**config.mk**
```make
export PLATFORM = sky130hd
export DESIGN_NAME = pcc_power_clock_regs
export DESIGN_NICKNAME = d
export VERILOG_FILES = /design/src/pcc_swing_map.v /design/src/pcc_power_clock_regs.v
export VERILOG_INCLUDE_DIRS = /design/src
export SDC_FILE = /design/constraint.sdc
export NUM_CORES = 1
export LEC_CHECK = 0
export BUFFER_PORTS_ARGS = -buffer_cell sky130_fd_sc_hd__buf_2
export CAP_MARGIN = 20
export CORE_ASPECT_RATIO = 0.9
export CORE_MARGIN = 3
export CORE_UTILIZATION = 45
export CTS_BUF_LIST = sky130_fd_sc_hd__clkbuf_8
export DETAILED_ROUTE_END_ITERATION = 7
export PLACE_DENSITY = 0.72
export SKIP_CTS_REPAIR_TIMING = 1
export SYNTH_ARGS = -nofsm -noshare
export SYNTH_HDL_FRONTEND = slang
export SYNTH_SLANG_ARGS = --single-unit
export TNS_END_PERCENT = 50
```
**constraint.sdc**
```tcl
create_clock -name pclk -period 11.4 [get_ports pclk]
set_clock_uncertainty 0.15 [all_clocks]
set_input_delay 2.28 -clock pclk [delete_from_list [all_inputs] [get_ports pclk]]
set_output_delay 2.28 -clock pclk [all_outputs]
set_load 0.1 [all_outputs]
```
**src/pcc_consts.vh**
```
// Register offsets, field positions and reset values for the power and clock control block.
// Included by the block files; definitions only.
`ifndef PCC_CONSTS_VH
`define PCC_CONSTS_VH

// Printed offsets are register indices; the APB byte address is four times the index
`define PCC_IDX_SYNC_RX 10'h084
`define PCC_IDX_STARTUP 10'h085
`define PCC_IDX_SWING 10'h08D
`define PCC_IDX_OBS_PWR 10'h08F
`define PCC_IDX_CONV_PD 10'h090
`define PCC_IDX_ACLK 10'h091
`define PCC_IDX_DIV 10'h094
`define PCC_IDX_DIRECT 10'h095
`define PCC_IDX_BIAS 10'h09A

// Writable bit masks; all other bits read zero or are storage only
`define PCC_MASK_SYNC_RX 8'hFF
`define PCC_MASK_STARTUP 8'h73
`define PCC_MASK_SWING 8'h1F
`define PCC_MASK_OBS_PWR 8'h01
`define PCC_MASK_CONV_PD 8'h03
`define PCC_MASK_ACLK 8'hFF
`define PCC_MASK_DIV 8'h03
`define PCC_MASK_DIRECT 8'h01
`define PCC_MASK_BIAS 8'hFF

// Reset values
`define PCC_RST_SYNC_RX 8'h00
`define PCC_RST_STARTUP 8'h13
`define PCC_RST_SWING 8'h00
`define PCC_RST_OBS_PWR 8'h00
`define PCC_RST_CONV_PD 8'h03
`define PCC_RST_ACLK 8'h01
`define PCC_RST_DIV 8'h00
`define PCC_RST_DIRECT 8'h00
`define PCC_RST_BIAS 8'h00

// Field positions
`define PCC_BIT_SYNC_PD 0
`define PCC_LSB_START_A 4
`define PCC_MSB_START_A 6
`define PCC_BIT_START_B 1
`define PCC_BIT_START_C 0
`define PCC_BIT_OBS_OFF 0
`define PCC_BIT_CONV1 1
`define PCC_BIT_CONV0 0
`define PCC_BIT_ACLK_OFF 0
`define PCC_BIT_DIV3 1
`define PCC_BIT_DIV2 0
`define PCC_BIT_DIRECT 0
`define PCC_BIT_BIAS 7

// Swing law: base in mV, step in mV, code ranges
`define PCC_SWING_BASE_MV 12'd993
`define PCC_SWING_STEP_MV 12'd77
`define PCC_SWING_HI_REF 5'd20
`define PCC_SWING_OFFSET_MV 12'd1000
`define PCC_SWING_SPLIT 5'd10
`define PCC_SWING_LAST 5'd19

`endif

```
**src/pcc_swing_map.v**
```verilog
// Maps the observation clock swing code to a swing magnitude in mV and a polarity flag.
// Pure combinational; the caller registers swing_mv and invert and leaves code_valid unconnected.
`timescale 1ns/1ps
`include "pcc_consts.vh"

module pcc_swing_map (
    // Code in
    input wire [4:0] code,
    // Result
    output reg [11:0] swing_mv,
    output reg invert,
    output reg code_valid
);

    reg [11:0] step_prod;
    reg signed [13:0] signed_mv;
    reg signed [13:0] neg_mv;

    always @* begin
        step_prod = 12'h000;
        signed_mv = 14'sh0000;
        neg_mv = 14'sh0000;
        swing_mv = 12'h000;
        invert = 1'b0;
        code_valid = 1'b1;
        if (code < `PCC_SWING_SPLIT) begin
            step_prod = code * `PCC_SWING_STEP_MV;
            signed_mv = $signed({2'b00, `PCC_SWING_BASE_MV}) - $signed({2'b00, step_prod}); // [RULE5]
        end else if (code <= `PCC_SWING_LAST) begin
            step_prod = (`PCC_SWING_HI_REF - code) * `PCC_SWING_STEP_MV;
            signed_mv = $signed({2'b00, step_prod}) - $signed({2'b00, `PCC_SWING_OFFSET_MV}); // [RULE6]
        end else begin
            code_valid = 1'b0;
        end
        // A negative swing means an inverted clock at the magnitude
        if (signed_mv < 0) begin
            invert = 1'b1; // [RULE7]
            neg_mv = -signed_mv;
            swing_mv = neg_mv[11:0];
        end else begin
            swing_mv = signed_mv[11:0];
        end
    end

endmodule // pcc_swing_map

```
**src/pcc_power_clock_regs.v**
```verilog
// Overview of operation
// [RULE1] Sync receiver power-down bit, 1 powers receiver and sync logic down, resets 0.
// [RULE2] Software sets sync receiver power-down when link runs without SYSREF timing.
// [RULE3] Software writes startup fields a and b 1 at start, 0 when finished.
// [RULE4] Software writes startup field c 0 at start, 1 when finished.
// [RULE5] Codes 0 to 9 give swing of 993 mV minus code times 77 mV.
// [RULE6] Codes 10 to 19 give swing of (20 minus code) times 77 mV minus 1 V.
// [RULE7] Negative swing drives the observation clock inverted.
// [RULE8] Observation clock driver off bit powers the driver down, resets 0.
// [RULE9] Per-converter power-down bits, bit 1 and bit 0, both reset 1.
// [RULE10] Analog clock receiver off bit, resets 1.
// [RULE11] Divide-by-two enable halves the converter clock from the synthesizer.
// [RULE12] Divide-by-three enable divides the synthesizer output by three.
// [RULE13] Direct clock enable bypasses the synthesizer, resets 0.
// [RULE14] Bias power-down at bit 7 powers the bias generator down.
// [RULE15] Eight-bit registers; reserved read-only bits read zero; reads return fields.
//
// APB slave holding the power and clock control registers of a dual converter.
// Assumes an APB master on pclk; control outputs feed analog power and clock switches.
`timescale 1ns/1ps
`include "pcc_consts.vh"

module pcc_power_clock_regs (
    // APB
    input wire pclk,
    input wire presetn,
    input wire psel,
    input wire penable,
    input wire pwrite,
    input wire [11:0] paddr,
    input wire [31:0] pwdata,
    input wire [3:0] pstrb,
    output reg [31:0] prdata,
    output reg pready,
    output reg pslverr,
    // Sync receiver
    output reg sync_receiver_power_down,
    output reg sync_input_dc_couple,
    // Start-up programming
    output reg [2:0] startup_field_a,
    output reg startup_field_b,
    output reg startup_field_c,
    // Observation clock driver
    output reg [4:0] obs_clock_swing_code,
    output reg [11:0] obs_clock_swing_mv,
    output reg obs_clock_invert,
    output reg obs_clock_driver_off,
    // Converters and analog clock
    output reg converter1_power_down,
    output reg converter0_power_down,
    output reg analog_clock_rx_off,
    // Converter clock selection
    output reg synth_divide_by_two_en,
    output reg synth_divide_by_three_en,
    output reg direct_clock_enable,
    output reg [1:0] conv_clock_source,
    // Bias
    output reg bias_power_down
);

    localparam [1:0] SRC_VCO = 2'b00;
    localparam [1:0] SRC_VCO_DIV2 = 2'b01;
    localparam [1:0] SRC_VCO_DIV3 = 2'b10;
    localparam [1:0] SRC_DIRECT = 2'b11;

    reg [7:0] sync_rx_reg;
    reg [7:0] startup_reg;
    reg [7:0] swing_reg;
    reg [7:0] obs_pwr_reg;
    reg [7:0] conv_pd_reg;
    reg [7:0] aclk_reg;
    reg [7:0] div_reg;
    reg [7:0] direct_reg;
    reg [7:0] bias_reg;

    reg [7:0] rd_next;
    reg hit_next;
    reg [1:0] src_next;
    wire [9:0] idx;
    wire word_ok;
    wire setup_phase;
    wire wr_en;
    wire [11:0] swing_mv_w;
    wire invert_w;

    // Access phase answers in one cycle: pready rises the edge after the access starts
    assign setup_phase = psel && penable && !pready;
    assign idx = paddr[11:2];
    assign word_ok = (paddr[1:0] == 2'b00);
    assign wr_en = setup_phase && pwrite && hit_next && pstrb[0];

    pcc_swing_map u_swing (
        .code(swing_reg[4:0]),
        .swing_mv(swing_mv_w),
        .invert(invert_w),
        .code_valid()
    );

    // Read mux and address decode; only byte lane 0 holds data
    always @* begin
        rd_next = 8'h00;
        hit_next = word_ok;
        if (idx == `PCC_IDX_SYNC_RX) begin
            rd_next = sync_rx_reg;
        end else if (idx == `PCC_IDX_STARTUP) begin
            rd_next = startup_reg & `PCC_MASK_STARTUP; // [RULE15]
        end else if (idx == `PCC_IDX_SWING) begin
            rd_next = swing_reg & `PCC_MASK_SWING;
        end else if (idx == `PCC_IDX_OBS_PWR) begin
            rd_next = obs_pwr_reg & `PCC_MASK_OBS_PWR;
        end else if (idx == `PCC_IDX_CONV_PD) begin
            rd_next = conv_pd_reg & `PCC_MASK_CONV_PD;
        end else if (idx == `PCC_IDX_ACLK) begin
            rd_next = aclk_reg;
        end else if (idx == `PCC_IDX_DIV) begin
            rd_next = div_reg & `PCC_MASK_DIV;
        end else if (idx == `PCC_IDX_DIRECT) begin
            rd_next = direct_reg & `PCC_MASK_DIRECT;
        end else if (idx == `PCC_IDX_BIAS) begin
            rd_next = bias_reg;
        end else begin
            hit_next = 1'b0;
        end
    end

    // Register writes; read-only reserved bits are masked off so they stay zero
    always @(posedge pclk or negedge presetn) begin
        if (!presetn) begin
            sync_rx_reg <= `PCC_RST_SYNC_RX; // [RULE1]
            startup_reg <= `PCC_RST_STARTUP; // [RULE3] [RULE4]
            swing_reg <= `PCC_RST_SWING;
            obs_pwr_reg <= `PCC_RST_OBS_PWR; // [RULE8]
            conv_pd_reg <= `PCC_RST_CONV_PD; // [RULE9]
            aclk_reg <= `PCC_RST_ACLK; // [RULE10]
            div_reg <= `PCC_RST_DIV;
            direct_reg <= `PCC_RST_DIRECT; // [RULE13]
            bias_reg <= `PCC_RST_BIAS; // [RULE14]
        end else if (wr_en) begin
            if (idx == `PCC_IDX_SYNC_RX) begin
                sync_rx_reg <= pwdata[7:0] & `PCC_MASK_SYNC_RX;
            end else if (idx == `PCC_IDX_STARTUP) begin
                startup_reg <= pwdata[7:0] & `PCC_MASK_STARTUP; // [RULE15]
            end else if (idx == `PCC_IDX_SWING) begin
                swing_reg <= pwdata[7:0] & `PCC_MASK_SWING;
            end else if (idx == `PCC_IDX_OBS_PWR) begin
                obs_pwr_reg <= pwdata[7:0] & `PCC_MASK_OBS_PWR;
            end else if (idx == `PCC_IDX_CONV_PD) begin
                conv_pd_reg <= pwdata[7:0] & `PCC_MASK_CONV_PD;
            end else if (idx == `PCC_IDX_ACLK) begin
                aclk_reg <= pwdata[7:0] & `PCC_MASK_ACLK;
            end else if (idx == `PCC_IDX_DIV) begin
                div_reg <= pwdata[7:0] & `PCC_MASK_DIV;
            end else if (idx == `PCC_IDX_DIRECT) begin
                direct_reg <= pwdata[7:0] & `PCC_MASK_DIRECT;
            end else if (idx == `PCC_IDX_BIAS) begin
                bias_reg <= pwdata[7:0] & `PCC_MASK_BIAS;
            end
        end
    end

    // APB answer: access phase with one wait state, error on unmapped or misaligned address
    always @(posedge pclk or negedge presetn) begin
        if (!presetn) begin
            pready <= 1'b0;
            pslverr <= 1'b0;
            prdata <= 32'h0000_0000;
        end else if (setup_phase) begin
            pready <= 1'b1;
            pslverr <= !hit_next;
            prdata <= (!pwrite && hit_next) ? {24'h000000, rd_next} : 32'h0000_0000;
        end else begin
            pready <= 1'b0;
            pslverr <= 1'b0;
        end
    end

    // Converter clock source; bypass wins, then divide by three, then by two
    always @* begin
        if (direct_reg[`PCC_BIT_DIRECT]) begin
            src_next = SRC_DIRECT; // [RULE13]
        end else if (div_reg[`PCC_BIT_DIV3]) begin
            src_next = SRC_VCO_DIV3; // [RULE12]
        end else if (div_reg[`PCC_BIT_DIV2]) begin
            src_next = SRC_VCO_DIV2; // [RULE11]
        end else begin
            src_next = SRC_VCO; // [RULE11]
        end
    end

    // Control outputs are registered copies of the fields, one cycle after the write
    always @(posedge pclk or negedge presetn) begin
        if (!presetn) begin
            sync_receiver_power_down <= 1'b0;
            sync_input_dc_couple <= 1'b0;
            startup_field_a <= 3'h1;
            startup_field_b <= 1'b1;
            startup_field_c <= 1'b1;
            obs_clock_swing_code <= 5'h00;
            obs_clock_swing_mv <= 12'd993;
            obs_clock_invert <= 1'b0;
            obs_clock_driver_off <= 1'b0;
            converter1_power_down <= 1'b1;
            converter0_power_down <= 1'b1;
            analog_clock_rx_off <= 1'b1;
            synth_divide_by_two_en <= 1'b0;
            synth_divide_by_three_en <= 1'b0;
            direct_clock_enable <= 1'b0;
            conv_clock_source <= SRC_VCO;
            bias_power_down <= 1'b0;
        end else begin
            // Subclass 0 users are expected to set this; the block does not enforce it
            sync_receiver_power_down <= sync_rx_reg[`PCC_BIT_SYNC_PD]; // [RULE1] [RULE2]
            sync_input_dc_couple <= sync_rx_reg[6];
            startup_field_a <= startup_reg[`PCC_MSB_START_A:`PCC_LSB_START_A]; // [RULE3]
            startup_field_b <= startup_reg[`PCC_BIT_START_B]; // [RULE3]
            startup_field_c <= startup_reg[`PCC_BIT_START_C]; // [RULE4]
            obs_clock_swing_code <= swing_reg[4:0];
            obs_clock_swing_mv <= swing_mv_w; // [RULE5] [RULE6]
            obs_clock_invert <= invert_w; // [RULE7]
            obs_clock_driver_off <= obs_pwr_reg[`PCC_BIT_OBS_OFF]; // [RULE8]
            converter1_power_down <= conv_pd_reg[`PCC_BIT_CONV1]; // [RULE9]
            converter0_power_down <= conv_pd_reg[`PCC_BIT_CONV0]; // [RULE9]
            analog_clock_rx_off <= aclk_reg[`PCC_BIT_ACLK_OFF]; // [RULE10]
            synth_divide_by_two_en <= div_reg[`PCC_BIT_DIV2]; // [RULE11]
            synth_divide_by_three_en <= div_reg[`PCC_BIT_DIV3]; // [RULE12]
            direct_clock_enable <= direct_reg[`PCC_BIT_DIRECT]; // [RULE13]
            conv_clock_source <= src_next;
            bias_power_down <= bias_reg[`PCC_BIT_BIAS]; // [RULE14]
        end
    end

endmodule // pcc_power_clock_regs

```
==> results.toml, run 1 <==
[worst_setup_path]
r2r-end = "obs_clock_swing_mv[7]"
crit_path_start_kind = "flip-flop"
cp_slowest_cell = "dfrtp_1"
cpPeakStageDelay_ns = 0.82
crit_path_start = "swing_reg[0]"
worstPathArrival_ns = 6.35
path_class = "flip-flop to flip-flop"
worstReg2RegStart = "swing_reg[0]"
crit_required_ns = 11.53
end_kind = "flip-flop"
cp_top_family = "adder cells"
cp_num_buf_inv = 6
rrSetupSlack_ns = 5.18
crit_path_frequent_cell = "inv_1"
r2r_cells = 23
cp_max_fo = 18
cp_cell_sequence = "inv_1 > ha_1 > nor2_1 > nor2_1 > xnor2_1 > inv_1 > ha_1 > inv_1 > ha_1 > inv_1 > fa_1 > fa_1 > inv_1 > ha_1 > a21oi_1 > nand2b_1 > nand3b_1 > xnor2_1 > nor3_1 > o41ai_2 > clkbuf_4 > a21boi_0 > xor2_1"

[yosys]
netlist.top_cell.by_area = "dfrtp_1"
synth.avg_cell_area_um2 = 10.4
yosysSeqAreaShare_pct = 39.5
yosysUniqueCellTypes = 68
synth_top_area_share_pct = 30.8
async_flop_share_pct = 100
yosys_warnings = 0
synth_area_um2 = 5440
synthTopCellsByArea = "dfrtp_1 (31%), ha_1 (11%), dfstp_2 (8.7%), mux2_2 (8.3%), xnor2_1 (3.7%)"
synthFlopType = "dfrtp_1"
synth_edf_count = 0
synth-seq-cells = 85
synth_cells = 522

[die]
dieWidth_um = 122
core-area_um2 = 11600
rows = 37
ios = 122
dieArea_um2 = 13400
initial_core_util_pct = 46.8
dieHeight_um = 110

[clock_network]
htree_levels = 3
clk_latency_ns = 0.35
cts.sinks = 85
cts_tree = "built"
cts-root-buf = "clkbuf_8"
clock_path_buffers = 2
path_clk_slew_ns = 0.09
cts_buffers = 9

[final_layout]
nFillCells = 1043
largest_reg_flops = 12
regMostFlops = "obs_clock_swing_mv"
drive_above_1_share_pct = 28.0
diodes = 0
nets = 705
final_cell_mix = "buf_2 (69), dfrtp_1 (67), inv_1 (51), ha_1 (46), nand2_1 (44)"
area_delta_synth_final_pct = 12.5
layout_commonest_cell = "buf_2"

[global_routing]
grt_pass1_vias = 4118
grt-ovfl-total = 0
antenna_found_initial = 0
track_usage_pct = 18.6
grt_first_pass_wirelength_um = 19900
grt_max_degree = 86

[drt]
vias = 4060
via_per_inst = 5.36
drc = 0
wire_per_inst_um = 15.6
firstDrtPassIters = 6
antenna_left = 0
routed_wl_um = 11800
drt_iter0_markers = 328

[worst_hold_path]
hold_class = "flip-flop to flip-flop"
hold_end = "analog_clock_rx_off"
hp-start = "aclk_reg[0]"
holdPathStages = 0

[timing]
min_period_ns = 6.22
setup_viol = 0
period_share_pct = 54.5
fmax_ghz = 0.161
finalMaxSlewViolations = 0
worst_pin_slew_ns = 0.726
rsz0062_at_grt = "false"
slew_headroom_pct = 51.6
tns_ns = 0
fin_hold_ws_ns = 0.231
hold_viol_final = 0

[power_and_ir_drop]
powerDensity_nw_per_um2 = 97.8
power_uw = 598
vdd_drop_max_mv = 0.0555
p_leak_nw = 3.02

[placed_design]
place_congestion = 0.902
place_hpwl_um = 8960
numPortBuffers = 70

[outcome]
outcome = "finished, final reports clean"

[run]
cap_violations = 0
synth_stat cells (7+ instances only):
| cell type | n |
|---|---|
| nand2_1 | 44 |
| o21ai_0 | 10 |
| mux2_2 | 40 |
| nor2_1 | 25 |
| dfstp_2 | 18 |
| xnor2_1 | 23 |
| dfrtp_1 | 67 |
| a22o_1 | 7 |
| inv_1 | 51 |
| xor2_1 | 11 |
| ha_1 | 46 |
| nand2b_1 | 9 |
| buf_4 | 24 |
| nor3_1 | 8 |
| fa_1 | 10 |
| a21oi_1 | 16 |
area by class of cell:
class	count	area, µm²	area share [%]
multi-input cells	374	2950	48.2
well taps	156	195	3.19
flip-flops and latches	85	2150	35.1
inverters	52	195	3.19
clock inverters	7	104	1.70
clock buffers	9	124	2.03
repair buffers	74	403	6.59
power breakdown:
group	internal, mW	switching (mW)
combinational	0.00623	0.0509
clock	0.126	0.113
sequential	0.302	0.000102
logic make-up after synthesis:
kind of cell             synth area share [%]
AO/OA/AOI/OAI                            12.0
XOR/XNOR                                 5.48
adder cells (fa/ha/maj)                  14.3
buffers and inverters                    7.85
flip-flops                               39.5
multiplexers                             8.66
other                                  0.0690
AND/OR/NAND/NOR                          12.2
worst max path at each step:
stage / endpoint / slack, ns / cells after the start
2_1_floorplan: obs_clock_swing_mv[8] / 6.06 / 24
3_3_place_gp: obs_clock_swing_mv[4] / 4.90 / 22
3_5_place_dp: obs_clock_swing_mv[4] / 4.81 / 22
4_1_cts: obs_clock_swing_mv[4] / 4.75 / 22
5_1_grt: obs_clock_swing_mv[7] / 4.69 / 23
6_report: obs_clock_swing_mv[7] / 5.18 / 23
stage by stage:
step / area (µm²) / std cells / utilization, % / worst slack (ns)
after global placement: 5850 / 739 / 50.4 / 4.90
final: 6120 / 757 / 52.6 / 5.18
after floorplan: 5520 / 545 / - / 6.06
after global routing: 6120 / 757 / 52.6 / 4.69
after CTS: 6080 / 755 / 52.3 / 4.75
after detailed placement: 5850 / 739 / 50.4 / 4.81
per-layer routing:
metal	vias to the layer above	share of wire (%)	track usage, %
li1	1907	-	-
met1	1973	47	26.0
met5	-	0	0
met4	0	1.2	6.40
met2	167	45	29.7
met3	13	6.4	2.81
Power figures use the tool's default switching activity.
==> inputs of run 2 (changes only) <==
Clock period 11.4 ns to 6.3 ns, I/O delays scaled along.
==> run 2 against run 1 <==
- critical path type unchanged
- critical path depth stayed put
- clock power rose by 54%
- global-route usage decreased by 0.53 points
- routed wire length shrank 3.9%
- setup slack got worse by 4.6 ns
==> results.toml, run 2 (synthesis results as in run 1) <==
[drt]
antenna_left = 0
via_per_inst = 5.22
wire_per_inst_um = 14.9
drc = 0
drt_iter0_markers = 193
vias = 3975
firstDrtPassIters = 7
routed_wl_um = 11400

[worst_setup_path]
crit_path_frequent_cell = "inv_1"
path_class = "flip-flop to flip-flop"
cpPeakStageDelay_ns = 0.51
crit_required_ns = 6.43
cp_cell_sequence = "inv_1 > ha_1 > nor2_1 > nor2_1 > xnor2_1 > inv_1 > ha_1 > inv_1 > ha_1 > inv_1 > fa_1 > fa_1 > inv_1 > ha_1 > a21oi_1 > nand2b_1 > nand3b_1 > xnor2_1 > nor3_1 > o41ai_2 > buf_4 > a21boi_0 > xor2_1"
crit_path_start_kind = "flip-flop"
worstPathArrival_ns = 5.81
cp_top_family = "adder cells"
cp_num_buf_inv = 6
cp_slowest_cell = "fa_1"
end_kind = "flip-flop"
cp_max_fo = 13

[clock_network]
htree_levels = 3
path_clk_slew_ns = 0.09
cts.sinks = 85
cts-root-buf = "clkbuf_8"
clock_path_buffers = 2
clk_latency_ns = 0.35
cts_tree = "built"
cts_buffers = 9

[timing]
slew_headroom_pct = 54.0
min_period_ns = 5.68
setup_viol = 0
rsz0062_at_grt = "false"
fmax_ghz = 0.176
tns_ns = 0
period_share_pct = 90.2
worst_pin_slew_ns = 0.686
hold_viol_final = 0
finalMaxSlewViolations = 0

[global_routing]
grt_pass1_vias = 4051
antenna_found_initial = 0
grt_max_degree = 86
grt-ovfl-total = 0
grt_first_pass_wirelength_um = 19300
track_usage_pct = 18.0

[run]
cap_violations = 0

[die]
initial_core_util_pct = 46.8
ios = 122
dieWidth_um = 122
rows = 37
dieArea_um2 = 13400
core-area_um2 = 11600
dieHeight_um = 110

[final_layout]
largest_reg_flops = 12
regMostFlops = "obs_clock_swing_mv"
stdcell_area_um2 = 6120
drive_above_1_share_pct = 28.5
area_delta_synth_final_pct = 12.5
nets = 710
fin_cells = 762
final_cell_mix = "buf_2 (69), dfrtp_1 (67), inv_1 (51), ha_1 (46), nand2_1 (44)"
layout_commonest_cell = "buf_2"
diodes = 0

[placed_design]
dp_cells = 745
numPortBuffers = 70
place_congestion = 0.894
placed_area_um2 = 5900
place_hpwl_um = 8780

[power_and_ir_drop]
power_mw = 1.02
p_leak_nw = 3.03
powerDensity_nw_per_um2 = 166
vdd_drop_max_mv = 0.108

[worst_hold_path]
hold_class = "flip-flop to flip-flop"

[outcome]
outcome = "finished, final reports clean"
run 2: cell types whose count changed in the layout (fill, tap and decap cells not counted):
cell,before,now
clkbuf_4,1,0
inv_8,1,3
bufinv_16,2,0
buf_4,3,9
run 2: area by class of cell:
cell class                      instances  area, µm²
Sequential cell                        85       2150
Timing Repair Buffer                   79        440
Fill cell                            1021       5500
Clock inverter                          7       66.3
Tap cell                              156        195
Multi-Input combinational cell        374       2950
Clock buffer                            9        124
Inverter                               52        195
run 2: per-layer routing:
layer  global-route usage, %  share of wire (%)
met1                    25.1                 48
met2                    29.3                 45
met3                    3.21                6.4
met4                    4.96                1.3
met5                       0                  0
run 2: where the power goes:
group          switching (mW)  internal (mW)
clock network           0.214          0.154
registers            0.000171          0.546
logic                  0.0919         0.0113
run 2: path summary, 6_finish.rpt:
check	start	to	slack [ns]	cells after the start
worst min-delay path	startup_reg[1]	startup_field_b	0.23	0
worst max-delay path	swing_reg[1]	obs_clock_swing_mv[7]	0.62	23
worst max register to register	swing_reg[1]	obs_clock_swing_mv[7]	0.62	23
min in group asynchronous	presetn	startup_reg[6]	0.66	1
worst min register to register	startup_reg[1]	startup_field_b	0.23	0
max in group asynchronous	presetn	obs_clock_swing_mv[8]	4.70	2
run 2: metrics by stage:
stage / utilization [%] / setup WS, ns / hold slack (ns)
final: 52.6 / 0.620 / 0.230
after global placement: 50.8 / 0.797 / 0.216
after detailed placement: 50.8 / 0.738 / 0.218
after floorplan: - / 0.955 / 0.209
after CTS: 52.4 / 0.676 / 0.229
after global routing: 52.6 / 0.149 / 0.239
==> inputs of run 3 (changes only) <==
--- a/config.mk
+++ b/config.mk
@@ -19,2 +19,3 @@
 export SYNTH_HDL_FRONTEND = slang
+export SYNTH_HIERARCHICAL = 1
 export SYNTH_SLANG_ARGS = --single-unit
==> constraint.sdc (replaced) <==
create_clock -name pclk -period 6.3 [get_ports pclk]
set_clock_uncertainty 0.15 [all_clocks]
set_input_delay 0.315 -clock pclk [delete_from_list [all_inputs] [get_ports pclk]]
set_output_delay 0.315 -clock pclk [all_outputs]
set_load 0.1 [all_outputs]
==> run 3 against run 2 <==
- non-clock buffer count down 6
- largest power group unchanged
- worst hold slack worse by 0.17 ns
- largest cell class unchanged
- first-iteration DRC count up 8.3%
- sequential share of layout area down 0.19 points
==> results.toml, run 3 <==
[global_routing]
track_usage_pct = 17.9
grt_first_pass_wirelength_um = 19600
antenna_found_initial = 0
grt_most_used_layer = "met2"
grt-ovfl-total = 0
grt_pass1_vias = 3947
grtUsageMet3_pct = 3.11
met2_usage_pct = 27.3
grt_max_degree = 86
grtUsageMet1_pct = 25.9

[final_layout]
register_area_um2 = 2150
layout_commonest_cell = "buf_2"
final_cell_mix = "buf_2 (69), dfrtp_1 (67), ha_1 (53), inv_1 (46), mux2_2 (42)"
multi_input_comb_area_um2 = 3020
largest_reg_flops = 12
stdcell_area_um2 = 6150
diodes = 0
regMostFlops = "obs_clock_swing_mv"
area_delta_synth_final_pct = 11.9
drive_above_1_share_pct = 29.2
nets = 695
final_util_pct = 52.7
nFillCells = 1042
fin_cells = 741

[die]
rows = 37
dieArea_um2 = 13600
core-area_um2 = 11700
initial_core_util_pct = 47.1
dieWidth_um = 122
ios = 122
dieHeight_um = 111

[drt]
routed_wl_um = 11700
drc = 0
via_per_inst = 5.30
wire_per_inst_um = 15.7
firstDrtPassIters = 5
antenna_left = 0
vias = 3927
drt_iter0_markers = 209

[clock_network]
cts_tree = "built"
cts.sinks = 85
path_clk_slew_ns = 0.09
cts-root-buf = "clkbuf_8"
htree_levels = 3
clk_latency_ns = 0.36
clock_path_buffers = 2
cts_buffers = 9

[timing]
tns_ns = 0
fmax_ghz = 0.183
worst_pin_slew_ns = 0.852
setup_viol = 0
finalMaxSlewViolations = 0
period_share_pct = 86.8
min_period_ns = 5.47
slew_headroom_pct = 43.0
hold_viol_final = 0
rsz0062_at_grt = "false"

[placed_design]
dp_cells = 723
placed_area_um2 = 5910
numPortBuffers = 70
place_hpwl_um = 8830
place_congestion = 0.916

[power_and_ir_drop]
p_leak_nw = 3.03
vdd_drop_max_mv = 0.109
powerDensity_nw_per_um2 = 174

[yosys]
synth_area_um2 = 5500
yosys_warnings = 6
synth_cells = 507
synth.avg_cell_area_um2 = 10.8

[worst_setup_path]
cp_max_fo = 8
path_class = "flip-flop to flip-flop"
worstPathArrival_ns = 5.59
crit_path_start_kind = "flip-flop"
end_kind = "flip-flop"
crit_required_ns = 6.43

[run]
cap_violations = 0

[outcome]
outcome = "finished, final reports clean"

[worst_hold_path]
hold_class = "primary input to flip-flop"
[run 3: worst paths after layout]
check                        startpoint                endpoint  slack, ns  depth (start not counted)
max in group asynchronous       presetn          startup_reg[4]       5.21                          3
min in group asynchronous       presetn        obs_clock_invert       0.18                          2
max reg2reg                swing_reg[1]  obs_clock_swing_mv[10]       0.83                         17
max                        swing_reg[1]  obs_clock_swing_mv[10]       0.83                         17
min                           pwdata[7]             bias_reg[7]       0.06                          2
min reg2reg                 aclk_reg[0]     analog_clock_rx_off       0.23                          0
[run 3: metrics by stage]
stage                     worst slack, ns  power, mW  hold WS, ns
after floorplan                      1.55      0.660       -0.131
after global placement               1.02      0.675        0.215
after detailed placement            0.900      0.676        0.217
after CTS                           0.853       1.08      0.00807
after global routing                0.544       1.11       0.0583
final                               0.834       1.07       0.0612
[run 3: final cells by class]
class / count / area share [%]
inverters: 47 / 2.91
clock inverters: 6 / 1.12
repair buffers: 73 / 6.47
clock buffers: 10 / 2.24
multi-input cells: 364 / 49.1
well taps: 156 / 3.17
flip-flops and latches: 85 / 35.0
[run 3: critical path, cell delays in order, from the launching register on]
cell,delay [ns]
dfrtp_1,0.51
inv_1,0.28
ha_1,0.35
xor2_1,0.42
ha_1,0.32
ha_1,0.29
inv_1,0.06
fa_1,0.41
inv_1,0.07
fa_1,0.41
ha_1,0.24
fa_1,0.50
and3b_1,0.22
or2_2,0.28
a32oi_1,0.28
nand4_1,0.16
nor3_1,0.24
a2bb2oi_1,0.18
[run 3: per-layer routing]
metal | share of wire (%) | wire length (µm)
met2 | 46 | 5350
met1 | 48 | 5550
met3 | 5.0 | 582
met5 | 0 | 0
met4 | 1.5 | 176
[run 3: power breakdown]
part           leakage (nW)  internal [mW]  switching [mW]
clock network         0.104          0.198           0.207
logic                  1.80         0.0166           0.104
registers              1.12          0.547        0.000413
total                  3.03          0.761           0.312
